[config.mk]
export PLATFORM = sky130hd
export DESIGN_NAME = dcv_regs
export DESIGN_NICKNAME = d
export VERILOG_FILES = /design/src/hdl/dcv_pkg.sv /design/src/hdl/dcv_regs.sv /design/src/hdl/dcv_vol_decode.sv
export SDC_FILE = /design/constraint.sdc
export NUM_CORES = 1
export LEC_CHECK = 0
export ABC_AREA = 1
export BUFFER_PORTS_ARGS = -buffer_cell sky130_fd_sc_hd__buf_2
export CORE_MARGIN = 8
export CORE_UTILIZATION = 46
export CTS_CLUSTER_SIZE = 30
export DETAILED_ROUTE_END_ITERATION = 16
export PLACE_DENSITY = 0.84
export SETUP_SLACK_MARGIN = 0.2
export SLEW_MARGIN = 20
export SYNTH_ARGS = -nofsm -noshare
export SYNTH_HDL_FRONTEND = slang
export SYNTH_SLANG_ARGS = --single-unit
[constraint.sdc]
create_clock -name clk -period 1.1 [get_ports clk]
set_input_delay 0.22 -clock clk [delete_from_list [all_inputs] [get_ports clk]]
set_output_delay 0.22 -clock clk [all_outputs]
set_load 0.01 [all_outputs]
[src/hdl/dcv_pkg.sv]
// Package: offsets, fields, reset values and types of the channel 2 output/volume registers
package dcv_pkg;
  localparam int ADDR_W = 8;
  localparam int DATA_W = 8;
  localparam logic [7:0] OFS_NEG_CFG = 8'h6d;
  localparam logic [7:0] OFS_A_VOL = 8'h6e;
  localparam logic [7:0] OFS_A_FGAIN = 8'h6f;
  localparam logic [7:0] OFS_B_VOL = 8'h70;
  localparam logic [7:0] RST_NEG_CFG = 8'h20;
  localparam logic [7:0] RST_A_VOL = 8'hc9;
  localparam logic [7:0] RST_A_FGAIN = 8'h80;
  localparam logic [7:0] RST_B_VOL = 8'hc9;
  // Writable bits of each register; reserved bits are zero here
  localparam logic [7:0] WMASK_NEG_CFG = 8'hfb;
  localparam logic [7:0] WMASK_A_FGAIN = 8'hf0;
  localparam logic [7:0] WMASK_VOL = 8'hff;
  localparam int DRV_LSB = 6;
  localparam int LVL_LSB = 3;
  localparam int RSVD_BIT = 2;
  localparam int FS_BIT = 1;
  localparam int CM_BIT = 0;
  localparam int FG_LSB = 4;
  localparam logic [7:0] VOL_MUTE = 8'h00;
  localparam logic [7:0] VOL_UNITY = 8'hc9;
  localparam logic [3:0] FG_ZERO = 4'h8;
  localparam logic [2:0] LVL_MIN_LEGAL = 3'h4;

  typedef enum logic [1:0] {
    DCV_DRV_LINE,
    DCV_DRV_HEADPHONE,
    DCV_DRV_FOUR_OHM,
    DCV_DRV_RECEIVER
  } dcv_drive_t;

  // Decoded settings handed to the analog and DSP sides
  typedef struct packed {
    dcv_drive_t neg_out_driver_type;
    logic [2:0] neg_out_level;
    logic ch2_full_scale_sel;
    logic ch2_common_mode_tolerance;
    logic [7:0] path_a_digital_volume;
    logic [3:0] path_a_fine_gain;
    logic [7:0] path_b_digital_volume;
  } dcv_cfg_t;

  // Volume status for one path
  typedef struct packed {
    logic mute;
    logic unity;
    logic boost;
  } dcv_vol_stat_t;
endpackage

[src/hdl/dcv_regs.sv]
// Register slice for DAC channel 2 negative output, full scale and path volumes
// How it works
// Path A volume code zero mutes; one is -100 dB; each step adds 0.5 dB.
// Code 201 is unity gain; above it boosts to +27 dB at 255.
// Path A volume is bits 7..0 of its own register, resetting to 0xc9.
// Path B has its own volume register, same encoding, reset 0xc9.
// Path A fine gain sits in bits 7..4, 0.1 dB per code.
// Path A fine gain resets to code eight, meaning 0 dB.
// Low four bits of the fine gain register read zero; host writes zero.
// Bit 2 of the output configuration register reads zero; host writes zero.
// Bits 7..6 pick negative output driver type, reset line out.
// Bits 5..3 set negative output level, reset 4; codes 0..3 unused.
// Bit 1 selects full scale: zero 10 Vrms, one 5 Vrms.
// Bit 0 selects common-mode tolerance: zero AC limited, one rail to rail.
// Output configuration register lives at 0x6d and resets to 0x20.
// Writes to reserved read-only bits are ignored; they keep reading reset value.
`timescale 1ns/100ps
`default_nettype none
module dcv_regs
  import dcv_pkg::*;
(
  input wire logic clk,
  input wire logic rst,
  input wire logic wr_en,
  input wire logic rd_en,
  input wire logic [ADDR_W-1:0] addr,
  input wire logic [DATA_W-1:0] wdata,
  output logic [DATA_W-1:0] rdata,
  output logic rvalid,
  output logic addr_hit,
  output logic lvl_illegal,
  output dcv_cfg_t cfg,
  output dcv_vol_stat_t stat_a,
  output dcv_vol_stat_t stat_b
);
  logic [7:0] neg_cfg_r;
  logic [7:0] a_vol_r;
  logic [7:0] a_fg_r;
  logic [7:0] b_vol_r;
  logic [7:0] rd_nxt;
  logic hit;

  always_comb begin
    hit = 1'b1;
    unique case (addr)
      OFS_NEG_CFG: rd_nxt = neg_cfg_r;
      OFS_A_VOL: rd_nxt = a_vol_r;
      OFS_A_FGAIN: rd_nxt = a_fg_r;
      OFS_B_VOL: rd_nxt = b_vol_r;
      default: begin
        rd_nxt = 8'h00;
        hit = 1'b0;
      end
    endcase
  end
  assign addr_hit = hit;

  // Reserved bits are masked to zero on every write, so they cannot drift from reset
  always_ff @(posedge clk or posedge rst) begin
    if (rst) begin
      neg_cfg_r <= RST_NEG_CFG;
    end else if (wr_en && addr == OFS_NEG_CFG) begin
      neg_cfg_r <= wdata & WMASK_NEG_CFG; // see
    end
  end

  always_ff @(posedge clk or posedge rst) begin
    if (rst) begin
      a_vol_r <= RST_A_VOL;
    end else if (wr_en && addr == OFS_A_VOL) begin
      a_vol_r <= wdata & WMASK_VOL;
    end
  end

  always_ff @(posedge clk or posedge rst) begin
    if (rst) begin
      a_fg_r <= RST_A_FGAIN;
    end else if (wr_en && addr == OFS_A_FGAIN) begin
      a_fg_r <= wdata & WMASK_A_FGAIN; // see see
    end
  end

  always_ff @(posedge clk or posedge rst) begin
    if (rst) begin
      b_vol_r <= RST_B_VOL;
    end else if (wr_en && addr == OFS_B_VOL) begin
      b_vol_r <= wdata & WMASK_VOL;
    end
  end

  always_ff @(posedge clk or posedge rst) begin
    if (rst) begin
      rdata <= 8'h00;
      rvalid <= 1'b0;
    end else begin
      rvalid <= rd_en;
      if (rd_en) begin
        rdata <= rd_nxt;
      end
    end
  end

  always_comb begin
    cfg.neg_out_driver_type = dcv_drive_t'(neg_cfg_r[DRV_LSB +: 2]);
    cfg.neg_out_level = neg_cfg_r[LVL_LSB +: 3];
    cfg.ch2_full_scale_sel = neg_cfg_r[FS_BIT];
    cfg.ch2_common_mode_tolerance = neg_cfg_r[CM_BIT];
    cfg.path_a_digital_volume = a_vol_r;
    cfg.path_a_fine_gain = a_fg_r[FG_LSB +: 4];
    cfg.path_b_digital_volume = b_vol_r;
  end

  // Flags a host breaking the level contract; hardware still passes the code on
  assign lvl_illegal = (cfg.neg_out_level < LVL_MIN_LEGAL);

  dcv_vol_decode u_dec_a (
    .clk(clk),
    .rst(rst),
    .code(a_vol_r),
    .stat(stat_a)
  );

  dcv_vol_decode u_dec_b (
    .clk(clk),
    .rst(rst),
    .code(b_vol_r),
    .stat(stat_b)
  );

  property p_rsvd_neg;
    @(posedge clk) disable iff (rst) neg_cfg_r[RSVD_BIT] == 1'b0;
  endproperty
  a_rsvd_neg: assert property (p_rsvd_neg) else $error("reserved bit 2 set");

  property p_rsvd_fg;
    @(posedge clk) disable iff (rst) a_fg_r[3:0] == 4'h0;
  endproperty
  a_rsvd_fg: assert property (p_rsvd_fg) else $error("fine gain low bits set");

  property p_rd_fg;
    @(posedge clk) disable iff (rst) rd_en && addr == OFS_A_FGAIN |=> rdata[3:0] == 4'h0;
  endproperty
  a_rd_fg: assert property (p_rd_fg) else $error("fine gain read not zero low");

  property p_wr_avol;
    @(posedge clk) disable iff (rst)
      wr_en && addr == OFS_A_VOL |=> a_vol_r == $past(wdata);
  endproperty
  a_wr_avol: assert property (p_wr_avol) else $error("path A volume not written");

  property p_wr_bvol;
    @(posedge clk) disable iff (rst)
      wr_en && addr == OFS_B_VOL |=> b_vol_r == $past(wdata);
  endproperty
  a_wr_bvol: assert property (p_wr_bvol) else $error("path B volume not written");

  property p_wr_neg;
    @(posedge clk) disable iff (rst)
      wr_en && addr == OFS_NEG_CFG |=> neg_cfg_r == ($past(wdata) & WMASK_NEG_CFG);
  endproperty
  a_wr_neg: assert property (p_wr_neg) else $error("config write wrong");

  property p_mute;
    @(posedge clk) disable iff (rst)
      a_vol_r == 8'h00 ##1 a_vol_r == 8'h00 |-> stat_a.mute;
  endproperty
  a_mute: assert property (p_mute) else $error("path A not muted at code 0");

  property p_unity;
    @(posedge clk) disable iff (rst)
      b_vol_r == 8'hc9 ##1 b_vol_r == 8'hc9 |-> stat_b.unity && !stat_b.boost;
  endproperty
  a_unity: assert property (p_unity) else $error("path B not unity at 201");

  property p_fields;
    @(posedge clk) disable iff (rst)
      cfg.ch2_full_scale_sel == neg_cfg_r[1] && cfg.path_a_fine_gain == a_fg_r[7:4];
  endproperty
  a_fields: assert property (p_fields) else $error("field map wrong");

  // Sampled values at the release edge still show the reset load
  property p_rst_neg;
    @(posedge clk) $fell(rst) |-> neg_cfg_r == RST_NEG_CFG;
  endproperty
  a_rst_neg: assert property (p_rst_neg) else $error("config reset value wrong");

  property p_rst_avol;
    @(posedge clk) $fell(rst) |-> a_vol_r == RST_A_VOL;
  endproperty
  a_rst_avol: assert property (p_rst_avol) else $error("path A volume reset wrong");

  property p_rst_fg;
    @(posedge clk) $fell(rst) |-> a_fg_r == RST_A_FGAIN;
  endproperty
  a_rst_fg: assert property (p_rst_fg) else $error("fine gain reset wrong");

  property p_rst_bvol;
    @(posedge clk) $fell(rst) |-> b_vol_r == RST_B_VOL;
  endproperty
  a_rst_bvol: assert property (p_rst_bvol) else $error("path B volume reset wrong");

  property p_rd_neg;
    @(posedge clk) disable iff (rst) rd_en && addr == OFS_NEG_CFG |=> rdata[RSVD_BIT] == 1'b0;
  endproperty
  a_rd_neg: assert property (p_rd_neg) else $error("config read reserved bit set");

  property p_unmapped;
    @(posedge clk) disable iff (rst) rd_en && !addr_hit |=> rdata == 8'h00;
  endproperty
  a_unmapped: assert property (p_unmapped) else $error("unmapped read not zero");

  property p_boost;
    @(posedge clk) disable iff (rst)
      a_vol_r > VOL_UNITY ##1 a_vol_r > VOL_UNITY |-> stat_a.boost && !stat_a.unity;
  endproperty
  a_boost: assert property (p_boost) else $error("path A not boosting above 201");

  property p_mute_b;
    @(posedge clk) disable iff (rst)
      b_vol_r == VOL_MUTE ##1 b_vol_r == VOL_MUTE |-> stat_b.mute && !stat_b.unity;
  endproperty
  a_mute_b: assert property (p_mute_b) else $error("path B not muted at code 0");
endmodule
`default_nettype wire

[src/hdl/dcv_vol_decode.sv]
// Volume code classifier for one digital path
`timescale 1ns/100ps
`default_nettype none
module dcv_vol_decode
  import dcv_pkg::*;
(
  input wire logic clk,
  input wire logic rst,
  input wire logic [7:0] code,
  output dcv_vol_stat_t stat
);
  always_ff @(posedge clk or posedge rst) begin
    if (rst) begin
      stat <= '{mute: 1'b0, unity: 1'b1, boost: 1'b0};
    end else begin
      stat.mute <= (code == VOL_MUTE);
      stat.unity <= (code == VOL_UNITY);
      stat.boost <= (code > VOL_UNITY);
    end
  end
endmodule
`default_nettype wire

==> flow_summary.yaml <==
critical_path:
  rr_startpoint: "a_vol_r[7]"
  r2r_cells: 7
  critPathKind: "reg2out"
  path_depth: 2
  crit_top_cell: "buf_6"
  setup.worst_path.end: "cfg[19]"
  worstSetupEndpointType: "output pin"
  cp_top_family: "flip-flops"
  r2r_end: "rdata[7]"
  path_cells: "buf_6 > buf_6"
  crit_path_top_delay_cell: "dfstp_2"
  r2r_slack_ps: -150
  setup.worst_path.start: "a_vol_r[7]"
  crit_fanout: 2
  arrival_ps: 1090
  crit_buf_inv: 2
  slowest_delay_ps: 560
  worstSetupStartpointType: "register"
  cp.required_ps: 880
clocking:
  worstSkewPairLatency_ps: 330
  numCtsBuffers: 5
  clk_pin_slew_ps: 100
  cts-root-buf: "clkbuf_8"
  cts_tree: "yes"
  cts.path.max_buffers: 2
  h-tree-depth: 2
  numClockSinks: 42
sta:
  worst_slack_ps: -212
  slew_violations: 0
  finalHoldViolCount: 0
  fin_hold_ws_ps: 102
  final.setup.tns_ps: -3770
  fmax_ghz: 0.762
  maxSlewHeadroom_pct: 76.1
  period_share_pct: 119
  worstMarginPinSlew_ps: 357
  fin_skew_ps: 20.9
  finalCriticalPeriod_ps: 1310
  rsz0062_at_grt: "yes"
  setup_viol: 44
floorplan:
  core_area_um2: 4380
  start_util_pct: 48.3
  die_h_um: 83.9
  rows: 24
  dieWidth_um: 83.9
  io_pins: 64
  dieArea_um2: 7040
grt:
  first_global_vias: 2569
  grt-ovfl-total: 0
  grt_max_degree: 43
  grt_pass1_wl_um: 13800
  antenna_found_initial: 1
  grt_usage_pct: 24.4
synthesis:
  yosys_warnings: 0
  ys_types: 23
  syn_area_um2: 2120
  ys_ff_latch: 42
  ys_seq_area_share_pct: 50.3
  syn_avg_cell_area_um2: 9.06
  synth_nets: 254
  syn_inst: 234
worst_hold_path:
  min_from: "wdata[3]"
  hold_path_class: "in2reg"
route:
  ant_nets: 0
  remaining_drc_errors: 0
  vias: 2799
  avgRoutedWirePerCell_um: 27.6
  dr.pass1.iters: 6
  vias_per_cell: 6.36
  first_iter_violations: 350
  drt-total-wl_um: 12100
cells_and_area:
  drive_gt1_share_pct: 71.3
  regArea_um2: 1070
  final_cells: 440
  area_growth_pct: 96.0
  nNetsFinal: 406
  multi_input_area_um2: 1370
  fill_cells: 110
job:
  drv_cap: 0
place:
  port_buffers: 63
  place.gp.congestion: 0.817
  dp_cells: 363
  hpwl_um: 4380
pwr:
  irDropWorstVdd_mv: 1.23
  fin_total_pwr_uw: 4040
  power.density_nw_per_um2: 972
  leakagePower_uw: 0.00212
outcome:
  violations: "setup timing"
  outcome: "finished with violations"
worst min-delay path by stage:
| stage | cells after the start | slack, ps | to |
|---|---|---|---|
| 3_3_place_gp | 3 | 280 | rdata[1] |
| 6_report | 3 | 100 | a_vol_r[3] |
| 2_1_floorplan | 1 | 210 | a_fg_r[4] |
| 5_1_grt | 3 | 120 | a_vol_r[3] |
| 3_5_place_dp | 3 | 290 | rdata[1] |
| 4_1_cts | 3 | 130 | a_vol_r[7] |
cell families after synthesis:
family | Yosys count | share of synthesized area (%)
simple gates | 123 | 31.3
flops | 42 | 50.3
buf+inv | 33 | 7.50
compound gates | 36 | 10.9
synthesized netlist by cell type, drive strengths merged:
library cell,n,share of area [%]
nand2,71,14
dfrtp,30,35
inv,28,5.0
nand3,28,6.8
o21ai,21,5.8
nor2,16,7.9
o21a,13,4.6
dfstp,12,15
buf,5,2.5
nor3,4,0.94
a21oi,2,0.47
nand4,2,0.59
nor4,2,0.59
where the power goes:
group	switching, uW	internal, uW
clock	657	507
combinational	601	540
sequential	83.3	1650
worst register-to-register path: cells and delay by family (launching register included):
family	cells	cell delay, ps
AO/OA/AOI/OAI	1	70
buffers and inverters	3	330
flip-flops	1	560
AND/OR/NAND/NOR	3	240
layer usage:
layer | GRT usage (%) | share of wire (%) | up-vias
met5 | 0 | 0 | -
met1 | 27.3 | 32 | 1335
met2 | 40.3 | 47 | 290
met3 | 6.45 | 11 | 107
li1 | - | - | 1067
met4 | 14.8 | 9.5 | 0
cells in the final DEF (no fill, tap or decap), drive strengths merged, types with 6 or more instances in the layout:
master / netlist / routed
buf: 5 / 147
clkbuf: 0 / 6
dfrtp: 30 / 30
dfstp: 12 / 12
inv: 28 / 27
nand2: 71 / 71
nand3: 28 / 29
nor2: 16 / 17
o21a: 13 / 13
o21ai: 21 / 21
area by class of cell:
cell class | instances | area share, %
repair buffers | 148 | 33.5
multi-input cells | 161 | 32.9
flip-flops and latches | 42 | 25.7
inverters | 28 | 4.03
clock buffers | 6 | 1.99
well taps | 52 | 1.57
clock inverters | 2 | 0.301
diodes | 1 | 0.0602
metrics by stage:
step	cell area, um^2	worst slack [ps]	utilization, %
6_report	4160	-212	94.8
3_5_place_dp	2830	-225	64.5
5_1_grt	4160	-244	94.8
3_3_place_gp	2830	-179	64.5
2_1_floorplan	2310	21.3	-
4_1_cts	3750	-153	85.6
what timing repair did:
| item | in CTS | in global routing |
|---|---|---|
| resized for setup | 93 | 71 |
| cloned | 3 | 0 |
| pin swaps | 42 | 39 |
| buffers inserted | 50 | 14 |
| setup endpoints to repair | 79 | 85 |
| hold buffers | 1 | 0 |
| endpoints found under the hold margin | 30 | 0 |
state kept, by name, summed over array words and instances (netlist names):
name / cells
a_fg_r: 4
rdata: 8
a_vol_r: 8
u_dec_b.stat: 3
b_vol_r: 8
u_dec_a.stat: 3
rvalid: 1
neg_cfg_r: 7
No activity file was read; power rests on OpenSTA's default activity.
